**config.mk**
```make
export PLATFORM = sky130hd
export DESIGN_NAME = perf_event_counter
export DESIGN_NICKNAME = d
export VERILOG_FILES = /design/src/design/perf_event_pkg.sv /design/src/design/perf_event_counter.sv
export SDC_FILE = /design/constraint.sdc
export NUM_CORES = 1
export LEC_CHECK = 0
export BUFFER_PORTS_ARGS = -buffer_cell sky130_fd_sc_hd__clkbuf_2
export CORE_MARGIN = 5
export CORE_UTILIZATION = 55
export CTS_CLUSTER_SIZE = 10
export DETAILED_ROUTE_END_ITERATION = 8
export GPL_TIMING_DRIVEN = 1
export PLACE_DENSITY = 0.81
export SLEW_MARGIN = 30
export SYNTH_ARGS = -nofsm -noshare
export SYNTH_HDL_FRONTEND = slang
export SYNTH_SLANG_ARGS = --single-unit
```
**constraint.sdc**
```tcl
create_clock -name core_clk_in -period 5.85 [get_ports core_clk_in]
set_input_delay 0.8775 -clock core_clk_in [delete_from_list [all_inputs] [get_ports core_clk_in]]
set_output_delay 0.8775 -clock core_clk_in [all_outputs]
set_load 0.05 [all_outputs]
```
**src/design/perf_event_pkg.sv**
```systemverilog
package perf_event_pkg;

  // ==========================================================
  // Register map
  localparam logic [7:0] ADDR_CTRL = 8'h00;
  localparam logic [7:0] ADDR_COUNT = 8'h04;
  localparam logic [7:0] ADDR_STATUS = 8'h08;

  // ==========================================================
  // Control and status field layout
  localparam int CTRL_CODE_LSB = 0;
  localparam int CTRL_UMASK_LSB = 8;
  localparam int CTRL_EN_BIT = 16;
  localparam int STAT_STALL_BIT = 16;

  // ==========================================================
  // Reset values
  localparam logic [7:0] RST_CODE = 8'h00;
  localparam logic [7:0] RST_UMASK = 8'h00;
  localparam logic RST_EN = 1'b0;

  // ==========================================================
  // Event codes and umasks
  localparam logic [7:0] EV_PF_MISS = 8'h4b;
  localparam logic [7:0] EV_LOAD_HIT_PF = 8'h4c;
  localparam logic [7:0] EV_DC_PF_REQ = 8'h4e;
  localparam logic [7:0] EV_READ_PENDING = 8'h60;
  localparam logic [7:0] EV_STALL = 8'h61;
  localparam logic [7:0] EV_DATA_VALID = 8'h62;
  localparam logic [7:0] UM_PF_T0 = 8'h01;
  localparam logic [7:0] UM_PF_T1T2 = 8'h02;
  localparam logic [7:0] UM_LOAD_HIT_PF = 8'h00;
  localparam logic [7:0] UM_DC_PF_REQ = 8'h10;
  localparam logic [7:0] UM_AGENT_THIS = 8'h40;
  localparam logic [7:0] UM_AGENT_ALL = 8'hc0;

  // ==========================================================
  // Prefetch hint encoding
  localparam logic [1:0] HINT_ALL_LEVELS = 2'h1;
  localparam logic [1:0] HINT_SECOND_A = 2'h2;
  localparam logic [1:0] HINT_SECOND_B = 2'h3;

  // ==========================================================
  // Stall assertion length in bus cycles
  localparam logic [1:0] STALL_CYCLES = 2'h2;

endpackage

```
**src/design/perf_event_counter.sv**
```systemverilog
// Behaviour
// Code 4BH umask 01H counts executed all-levels-hint prefetches missing every cache.
// Code 4BH umask 02H counts executed second-level-hint prefetches missing every cache.
// Prefetch misses count at execution, squashed speculative ones included.
// Code 4CH umask 00H counts loads hitting an unfinished software prefetch line.
// Code 4EH umask 10H counts every data cache prefetch request, rejected too.
// Data cache prefetch requests are rejected while second-level cache is busy.
// Code 60H adds pending full-line bus reads to the counter every cycle.
// Only full-line cacheable data reads are pending; ownership reads, fetches excluded.
// Code 61H counts each bus-not-ready assertion this device drives.
// Each bus-not-ready assertion lasts exactly two bus cycles.
// Bus-not-ready asserts when outstanding transactions approach the bus limit.
// No transaction is issued while bus-not-ready is asserted.
// Code 62H counts bus cycles with the data-valid strobe asserted.
// Own-agent qualifier counts only cycles this device drives data.
// Any-agent qualifier counts every data-valid cycle from any agent.
// The counter advances only when code and umask both match an event.
`timescale 1ns/1ps
`default_nettype none
module perf_event_counter
  import perf_event_pkg::*;
#(
  parameter int CNT_W = 32,
  parameter int PEND_W = 4,
  parameter int LEVEL_W = 4,
  parameter int STALL_LEVEL = 6
) (
  input wire logic core_clk_in,
  input wire logic rstn_in,
  input wire logic [7:0] addr_in,
  input wire logic [31:0] wdata_in,
  input wire logic wr_in,
  input wire logic rd_in,
  output logic [31:0] rdata_out,
  input wire logic prefetch_miss_in,
  input wire logic [1:0] prefetch_hint_in,
  input wire logic load_hit_prefetch_in,
  input wire logic dc_prefetch_req_in,
  input wire logic l2_busy_in,
  output logic dc_prefetch_accept_out,
  input wire logic issue_req_in,
  input wire logic issue_full_line_in,
  input wire logic line_done_in,
  output logic issue_grant_out,
  input wire logic [LEVEL_W-1:0] outstanding_level_in,
  input wire logic bus_not_ready_in,
  output logic bus_not_ready_out,
  input wire logic data_valid_strobe_in,
  input wire logic own_data_drive_in
);

  // ==========================================================
  // Elaboration checks
  if (PEND_W < 1 || CNT_W < PEND_W + 1 || CNT_W > 32) begin : g_bad_width
    $error("perf_event_counter: unsupported widths");
  end
  if (STALL_LEVEL < 1 || STALL_LEVEL >= (1 << LEVEL_W)) begin : g_bad_level
    $error("perf_event_counter: stall level out of range");
  end

  localparam logic [LEVEL_W-1:0] STALL_LVL = LEVEL_W'(STALL_LEVEL);
  localparam logic [PEND_W-1:0] PEND_MAX = {PEND_W{1'b1}};

  typedef struct packed {
    logic [7:0] code;
    logic [7:0] umask;
    logic enable;
    logic [CNT_W-1:0] counter;
    logic [PEND_W-1:0] pending;
    logic [1:0] stall_cnt;
    logic [31:0] rdata;
  } state_t;

  state_t s_r;
  state_t s_nxt;
  logic [PEND_W-1:0] inc;
  logic stall_start;
  logic read_add;
  logic read_sub;
  logic agent_ok;

  // ==========================================================
  // Handshakes
  assign bus_not_ready_out = (s_r.stall_cnt != 2'h0);
  assign issue_grant_out = issue_req_in && !bus_not_ready_out && !bus_not_ready_in;
  assign dc_prefetch_accept_out = dc_prefetch_req_in && !l2_busy_in;
  assign rdata_out = s_r.rdata;

  // ==========================================================
  // Next state
  always_comb begin
    s_nxt = s_r;
    inc = '0;
    agent_ok = (s_r.umask == UM_AGENT_THIS) || (s_r.umask == UM_AGENT_ALL);
    stall_start = (s_r.stall_cnt == 2'h0) && (outstanding_level_in >= STALL_LVL);
    read_add = issue_grant_out && issue_full_line_in && (s_r.pending != PEND_MAX);
    read_sub = line_done_in && (s_r.pending != '0);
    // Stall signal timing
    if (stall_start) begin
      s_nxt.stall_cnt = STALL_CYCLES;
    end else if (s_r.stall_cnt != 2'h0) begin
      s_nxt.stall_cnt = s_r.stall_cnt - 2'h1;
    end
    // Pending reads from issue until last chunk
    if (read_add && !read_sub) begin
      s_nxt.pending = s_r.pending + PEND_W'(1);
    end else if (!read_add && read_sub) begin
      s_nxt.pending = s_r.pending - PEND_W'(1);
    end
    // Event selection
    case (s_r.code)
      EV_PF_MISS: begin
        if (s_r.umask == UM_PF_T0 && prefetch_miss_in &&
            prefetch_hint_in == HINT_ALL_LEVELS) begin
          inc = PEND_W'(1);
        end else if (s_r.umask == UM_PF_T1T2 && prefetch_miss_in &&
            (prefetch_hint_in == HINT_SECOND_A || prefetch_hint_in == HINT_SECOND_B)) begin
          inc = PEND_W'(1);
        end
      end
      EV_LOAD_HIT_PF: begin
        if (s_r.umask == UM_LOAD_HIT_PF && load_hit_prefetch_in) begin
          inc = PEND_W'(1);
        end
      end
      EV_DC_PF_REQ: begin
        if (s_r.umask == UM_DC_PF_REQ && dc_prefetch_req_in) begin
          inc = PEND_W'(1);
        end
      end
      EV_READ_PENDING: begin
        if (agent_ok) begin
          inc = s_r.pending;
        end
      end
      EV_STALL: begin
        if (agent_ok && stall_start) begin
          inc = PEND_W'(1);
        end
      end
      EV_DATA_VALID: begin
        if (s_r.umask == UM_AGENT_THIS && data_valid_strobe_in && own_data_drive_in) begin
          inc = PEND_W'(1);
        end else if (s_r.umask == UM_AGENT_ALL && data_valid_strobe_in) begin
          inc = PEND_W'(1);
        end
      end
      default: begin
        inc = '0;
      end
    endcase
    if (s_r.enable) begin
      s_nxt.counter = s_r.counter + CNT_W'(inc);
    end
    // Register writes
    if (wr_in) begin
      case (addr_in)
        ADDR_CTRL: begin
          s_nxt.code = wdata_in[CTRL_CODE_LSB +: 8];
          s_nxt.umask = wdata_in[CTRL_UMASK_LSB +: 8];
          s_nxt.enable = wdata_in[CTRL_EN_BIT];
        end
        ADDR_COUNT: begin
          s_nxt.counter = wdata_in[CNT_W-1:0];
        end
        default: begin
        end
      endcase
    end
    // Register reads, data stand one cycle
    s_nxt.rdata = '0;
    if (rd_in) begin
      case (addr_in)
        ADDR_CTRL: begin
          s_nxt.rdata[CTRL_CODE_LSB +: 8] = s_r.code;
          s_nxt.rdata[CTRL_UMASK_LSB +: 8] = s_r.umask;
          s_nxt.rdata[CTRL_EN_BIT] = s_r.enable;
        end
        ADDR_COUNT: begin
          s_nxt.rdata[CNT_W-1:0] = s_r.counter;
        end
        ADDR_STATUS: begin
          s_nxt.rdata[PEND_W-1:0] = s_r.pending;
          s_nxt.rdata[STAT_STALL_BIT] = bus_not_ready_out;
        end
        default: begin
          s_nxt.rdata = '0;
        end
      endcase
    end
  end

  // ==========================================================
  // State register
  always_ff @(posedge core_clk_in) begin
    if (!rstn_in) begin
      s_r.code <= RST_CODE;
      s_r.umask <= RST_UMASK;
      s_r.enable <= RST_EN;
      s_r.counter <= '0;
      s_r.pending <= '0;
      s_r.stall_cnt <= 2'h0;
      s_r.rdata <= '0;
    end else begin
      s_r <= s_nxt;
    end
  end

  logic quiet;
  assign quiet = s_r.enable && !wr_in;
endmodule
`default_nettype wire

```
==> summary.md, run 1 <==
| Metric | Value |
|---|---|
| Status | finished, final reports clean |
| Slew Viols, Final | 0 |
| Cell taking the most area after synthesis | dfxtp_1 |
| Synth Net Count | 549 |
| Critical path, cell by cell | or4b_2, nor4_1, nand2_1, fa_1, nor2b_1, o21ai_4, a2111oi_0, xnor2_1, a21oi_1 |
| Post-synth EDFFs | 0 |
| Synth async-reset ratio | 0% |
| Port Buffers | 93 |
| P per Cell Area | 245.8 nW/µm² |
| Actual transition at the worst max-transition pin | 0.7004 ns |
| Final worst path period share | 59.59% |
| Dpl hpwl | 7364 µm |
| Antenna-violating nets left | 0 |
| Endpoints failing hold | 0 |
| Global-route usage over all layers | 21.39% |
| Top-count cell post-synth | dfxtp_1 |
| GRT overflow | 0 |
| Post-synth cell types | 52 |
| Final wirelength | 10290 µm |
| # rows | 32 |
| Initial core utilization | 56.30% |
| Post-synthesis sequential area ratio | 40.24% |
| Layout cells sized above 1 | 23.45% |
| Max VDD drop | 0.1511 mV |
| Pleak | 1.970 nW |
| Maximum root-to-sink buffer count | 2 |
| 1st-pass router iterations | 4 |
| CTS root buffer | clkbuf_8 |
| H-tree levels | 3 |
| RSZ-0062 raised after global routing | no |
| Synth-to-Final Area Change | 11.01% |
| Mapped Cells | 480 |
| CTS Buf Count | 9 |
| WP buf/inv | 0 |
| Gr busiest metal | met2 |
| Largest stage delay, worst path | 0.74 ns |
| #FFs+latches synth | 87 |
| Worst-Skew Late Latency | 0.37 ns |
| Number of max-cap violations | 0 |
| CTS Sinks | 87 |
| Placer Congestion | 0.8218 |
| TritonCTS clock tree | built |
| CP arrival | 3.71 ns |
| Met2 Usage GRT | 36.92% |
| Top cell type's share of synthesized area | 40.24% |
| Met1 GRT Util | 26.85% |
| First-pass GRT wire length | 16980 µm |
| Min Tclk post-route | 3.486 ns |
| Initial antenna violation count | 0 |
| Fin Setup TNS | 0 ns |
| Worst-path maximum fanout | 14 |
| Pin count of the biggest net entering global routing | 62 |
| Post-layout nets | 597 |
| Critical path required time | 6.08 ns |
| Final setup fails | 0 |
| Worst hold path type | reg2reg |
| Core Area | 7687 µm² |
| Final Power | 0.001181 W |
| Post-Syn Area | 4328 µm² |
| CP Class | reg2reg |
| DR WL/cell | 16.20 µm |
| Fmax | 286.8 MHz |
| CP delay by family, top | simple AND/OR/NAND/NOR gates |
| Top cells by area, synth | dfxtp_1, mux2i_1, xnor2_1, buf_4, nor2_1 |
| N_diodes | 0 |
| Hold_buf cts | 0 |
| Vias post-DR | 3614 |
| Post-cts resize count | 0 |
| Worst setup EP type | register |
| Normalized max-slew margin | 53.10% |
| DRT iter0 DRCs | 198 |
| DR vias/cell | 5.691 |
| Post-CTS setup buffers | 0 |
| Main synth FF type | dfxtp_1 |
| Clock-pin transition on the worst setup and hold timing paths | 0.09 ns |
| Die area | 9743 µm² |
| Synth top cells by count | dfxtp_1, nor2_1, mux2i_1, a21oi_1, buf_4 |
| Startpoint Class | register |
| Met3 Track Usage GR | 3.397% |
| Synth warn | 0 |
| Residual DRC count | 0 |
| Post-Route Skew | 0.01706 ns |
| Die W | 98.71 µm |
| CP max-delay cell | or4b_2 |
| Worst reg-to-reg setup slack | 2.36 ns |
| Chip Height | 98.71 µm |
| Syn_area_per_cell | 9.016 µm² |
| Vias in the first global route | 3588 |
| IO Count | 95 |
[power breakdown]
| part | internal (W) | switching [W] |
|---|---|---|
| combinational | 0.0000542 | 0.0000609 |
| clock | 0.000214 | 0.000234 |
| sequential | 0.000601 | 0.0000159 |
| total | 0.000870 | 0.000311 |
[flip-flops by register name, indices dropped and copies added, names as in the netlist]
| register | count |
|---|---|
| s_r | 55 |
| rdata_out | 32 |
[path summary, 6_finish.rpt]
| kind | start | endpoint | cells after the start |
|---|---|---|---|
| hold reg to reg | s_r[32] | s_r[32] | 1 |
| setup / recovery | s_r[76] | s_r[62] | 9 |
| setup reg to reg | s_r[76] | s_r[62] | 9 |
| hold / removal | s_r[32] | s_r[32] | 1 |
[area by class of cell]
cell class	count	area, µm²
inverter	10	37.54
clock buffer	10	137.6
tap	102	127.6
timing repair buffer	95	480.5
sequential	87	1742
multi-input combinational	325	2207
clock inverter	6	72.57
fill	681	2883
[cell families (layout without fill, tap and decap cells)]
group / count (synthesis) / count (layout) / share of synthesized area, %
buffers and inverters: 68 / 121 / 8.875
DFF: 87 / 87 / 40.24
muxes: 38 / 38 / 8.789
adders and majority gates: 9 / 9 / 2.949
xor gates and xnor gates: 32 / 32 / 6.476
and+or+nand+nor: 153 / 153 / 18.94
AOI/OAI and AO/OA: 93 / 93 / 13.73
[worst reg2reg max path, stage by stage, from the launching register on]
cell and delay [ns]:
dfxtp_1 0.33, or4b_2 0.74, nor4_1 0.42, nand2_1 0.18
fa_1 0.46, nor2b_1 0.21, o21ai_4 0.17, a2111oi_0 0.58
xnor2_1 0.18, a21oi_1 0.08
[through the flow]
stage	worst slack, ns	std cells	cell area, µm²	util [%]	hold slack, ns
6_report	2.364	635	4805	62.50	0.4643
2_1_floorplan	1.932	480	4328	-	0.4128
4_1_cts	2.377	635	4805	62.50	0.4601
5_1_grt	2.106	635	4805	62.50	0.4777
3_5_place_dp	2.180	619	4594	59.77	0.4483
3_3_place_gp	2.220	619	4589	59.70	0.4208
[routing by layer]
layer / share of wire [%] / up-vias
met5: 0 / -
met1: 43 / 1739
met2: 50 / 105
met4: 2.0 / 0
li1: - / 1752
met3: 4.9 / 18
[cells in the final DEF (no fill, tap or decap), drive strengths merged, types with 9 or more instances in the layout]
master,netlist,routed
a211oi,16,16
a21oi,35,35
and2,18,18
clkbuf,20,103
dfxtp,87,87
inv,10,13
mux2i,38,38
nand2,13,13
nand3,10,10
nand4,9,9
nor2,61,61
o21ai,21,21
xnor2,31,31
No activity file was read; power rests on OpenSTA's default activity.
==> run 2: changes to the inputs <==
--- a/config.mk
+++ b/config.mk
@@ -5,13 +5,14 @@
 export SDC_FILE = /design/constraint.sdc
 export NUM_CORES = 1
 export LEC_CHECK = 0
+export ABC_AREA = 1
 export BUFFER_PORTS_ARGS = -buffer_cell sky130_fd_sc_hd__clkbuf_2
 export CORE_MARGIN = 5
-export CORE_UTILIZATION = 55
+export CORE_UTILIZATION = 50
 export CTS_CLUSTER_SIZE = 10
 export DETAILED_ROUTE_END_ITERATION = 8
 export GPL_TIMING_DRIVEN = 1
-export PLACE_DENSITY = 0.81
+export PLACE_DENSITY = 0.76
 export SLEW_MARGIN = 30
 export SYNTH_ARGS = -nofsm -noshare
 export SYNTH_HDL_FRONTEND = slang
==> constraint.sdc (replaced) <==
create_clock -name core_clk_in -period 2.96 [get_ports core_clk_in]
set_input_delay 0.444 -clock core_clk_in [delete_from_list [all_inputs] [get_ports core_clk_in]]
set_output_delay 0.444 -clock core_clk_in [all_outputs]
set_load 0.05 [all_outputs]
==> summary.md, run 2 <==
| Metric | Value |
|---|---|
| Sw Ratio | 26.51% |
| Hold wc startpoint | wdata_in[1] |
| Min Tclk post-route | 2.739 ns |
| Compound-Gate Fraction of Synth Area | 11.79% |
| Placer Congestion | 0.9361 |
| Top reg by flops | s_r |
| Actual transition at the worst max-transition pin | 0.9087 ns |
| FF+latch area | 1743 µm² |
| First-pass GRT wire length | 20930 µm |
| Top-count cell post-synth | nand2_1 |
| Final core occ | 57.73% |
| RSZ-0062 raised after global routing | no |
| Synth Net Count | 789 |
| Vias in the first global route | 4489 |
| Initial antenna violation count | 0 |
| P per Cell Area | 449.0 nW/µm² |
| CP arrival | 3.00 ns |
| R2R Path Start | s_r[73] |
| Synth-to-Final Area Change | 11.50% |
| Number of filler cells placed in the layout | 917 |
| Simple-Gate Fraction of Synth Area | 31.87% |
| Synth top cells by count | nand2_1, inv_1, dfxtp_1, nand3_1, nor2_1 |
| Die W | 108.3 µm |
| Post-synthesis mux area share | 0% |
| GRT overflow | 0 |
| Combinational Power Share | 12.1% |
| Worst hold path type | in2reg |
| Maximum root-to-sink buffer count | 2 |
| Main synth FF type | dfxtp_1 |
| Met2 Usage GRT | 36.99% |
| Core Area | 9328 µm² |
| Vias post-DR | 4758 |
| DRT iter0 DRCs | 360 |
| #FFs+latches synth | 87 |
| Endpoints failing hold | 0 |
| Most common cell on crit path | nor2_1 |
| Net Switching | 0.0006410 W |
| Post-Syn Area | 4830 µm² |
| TritonCTS clock tree | built |
| IO Count | 95 |
| Dpl hpwl | 9264 µm |
| Chip Height | 108.3 µm |
| Worst-Skew Late Latency | 0.36 ns |
| Commonest non-fill, non-tap cells in the layout | nand2_1, inv_1, clkbuf_2, dfxtp_1, nand3_1 |
| # rows | 35 |
| Post-Route Skew | 0.006920 ns |
| Slew Viols, Final | 0 |
| Mapped Cells | 720 |
| Residual DRC count | 0 |
| Clock-pin transition on the worst setup and hold timing paths | 0.08 ns |
| 1st-pass router iterations | 6 |
| CTS Buf Count | 9 |
| CP Class | reg2reg |
| Worst setup EP type | register |
| Fin Setup TNS | 0 ns |
| Largest family of logic cells by synthesized area | simple AND/OR/NAND/NOR gates |
| CTS Sinks | 87 |
| DR vias/cell | 5.246 |
| Reg power frac | 51.4% |
| Port Buffers | 93 |
| Status | finished, final reports clean |
| Gr busiest metal | met2 |
| Crit. Startpoint | s_r[73] |
| Layout cells sized above 1 | 18.38% |
| Most common cell after layout, fill and taps aside | nand2_1 |
| Post-synth cell types | 38 |
| Final wirelength | 12560 µm |
| Top cells by area, synth | dfxtp_1, nand2_1, inv_1, nand3_1, nor2_1 |
| Number of flip-flops in the largest register | 55 |
| Max VDD drop | 0.2978 mV |
| N_diodes | 0 |
| XOR/XNOR Fraction of Synth Area | 1.451% |
| Top cell type's share of synthesized area | 36.06% |
| Initial core utilization | 51.78% |
| Pleak | 2.461 nW |
| Power Internal | 0.001777 W |
| Clk network pwr share | 36.5% |
| Pin count of the biggest net entering global routing | 47 |
| DR WL/cell | 13.84 µm |
| Final setup fails | 0 |
| Final worst path period share | 92.54% |
| Post-synthesis adder-cell area fraction | 2.642% |
| Multi-input logic area | 2357 µm² |
| Met1 GRT Util | 29.59% |
| Normalized max-slew margin | 39.28% |
| CTS root buffer | clkbuf_8 |
| Worst-path maximum fanout | 4 |
| Startpoint Class | register |
| Number of max-cap violations | 0 |
| Syn_area_per_cell | 6.708 µm² |
| CP max-delay cell | fa_2 |
| Cell taking the most area after synthesis | dfxtp_1 |
| Antenna-violating nets left | 0 |
| Fmax | 365.1 MHz |
| H-tree levels | 3 |
| Post-synthesis sequential area ratio | 36.06% |
| Synth warn | 0 |
| Synth async-reset ratio | 0% |
| Worst reg-to-reg setup slack | 0.22 ns |
| Largest stage delay, worst path | 0.40 ns |
| Critical path required time | 3.22 ns |
| Die area | 11720 µm² |
| Post-synth EDFFs | 0 |
| Met3 Track Usage GR | 3.761% |
| Global-route usage over all layers | 22.23% |
| Critical path, cell by cell | nor2_1, nand3_1, nor3_2, nand4_1, nor2_1, inv_1, fa_2, o21ai_2, nand4_1, nor2_2, nor2_1, o21bai_1, inv_1 |
| Post-layout nets | 844 |
==> run 2: what timing repair did <==
| item | 4_1_cts | 5_1_grt |
|---|---|---|
| endpoints found under the setup margin | 0 | 28 |
| setup buffers | 0 | 0 |
| hold buffers | 0 | 0 |
| gates resized for setup | 0 | 19 |
==> run 2: area by class of cell <==
| type | count | share of cell area (%) |
|---|---|---|
| Clock buffer | 10 | 2.370 |
| Clock inverter | 4 | 1.348 |
| Inverter | 110 | 7.667 |
| Multi-Input combinational cell | 468 | 43.77 |
| Sequential cell | 87 | 32.37 |
| Tap cell | 129 | 2.997 |
| Timing Repair Buffer | 99 | 9.480 |
==> run 2: logic make-up (layout without fill, tap and decap cells) <==
family | count (synthesis) | count (layout)
AND/OR/NAND/NOR | 344 | 344
flip-flops | 87 | 87
XOR/XNOR | 8 | 8
buffers and inverters | 165 | 223
adder cells (fa/ha/maj) | 9 | 9
AO/OA/AOI/OAI | 107 | 107
==> run 2: worst max-delay path, delay by kind of cell (launching register included) <==
kind | cells | cell delay (ns)
AOI/OAI and AO/OA | 2 | 0.30
adders and majority gates | 1 | 0.40
buffers and inverters | 2 | 0.14
DFF | 1 | 0.33
and+or+nand+nor | 8 | 1.45
==> run 2: worst paths after layout <==
path | to | cells after the start
worst max-delay path | s_r[48] | 13
worst min-delay path | s_r[39] | 3
worst max register to register | s_r[48] | 13
worst min register to register | s_r[32] | 1
==> run 2: power groups by stage <==
stage | Combinational [W] | Sequential (W) | Clock, W
5_1_grt | 0.000337 | 0.00125 | 0.000955
3_5_place_dp | 0.000291 | 0.00127 | 0
6_report | 0.000293 | 0.00124 | 0.000883
4_1_cts | 0.000293 | 0.00124 | 0.000894
3_3_place_gp | 0.000270 | 0.00126 | 0
2_1_floorplan | 0.000189 | 0.00126 | 0
==> run 2: per-layer routing <==
layer,vias up,part of all wire (%)
met5,-,0
met4,0,2.1
met3,29,7.3
met2,199,47
met1,2151,44
li1,2379,-
==> run 2: per-stage QoR <==
step                instances  total power, W  hold slack, ns  cell area (µm²)  setup WS (ns)
floorplan                 720        0.001445          0.4267             4830         0.2217
global placement          893        0.001535          0.4284             5132         0.1386
detailed placement        893        0.001560          0.4459             5132        0.03063
CTS                       907        0.002428          0.3228             5333       0.006434
global route              907        0.002543          0.3318             5385       0.001429
finish                    907        0.002418          0.3281             5385         0.2207
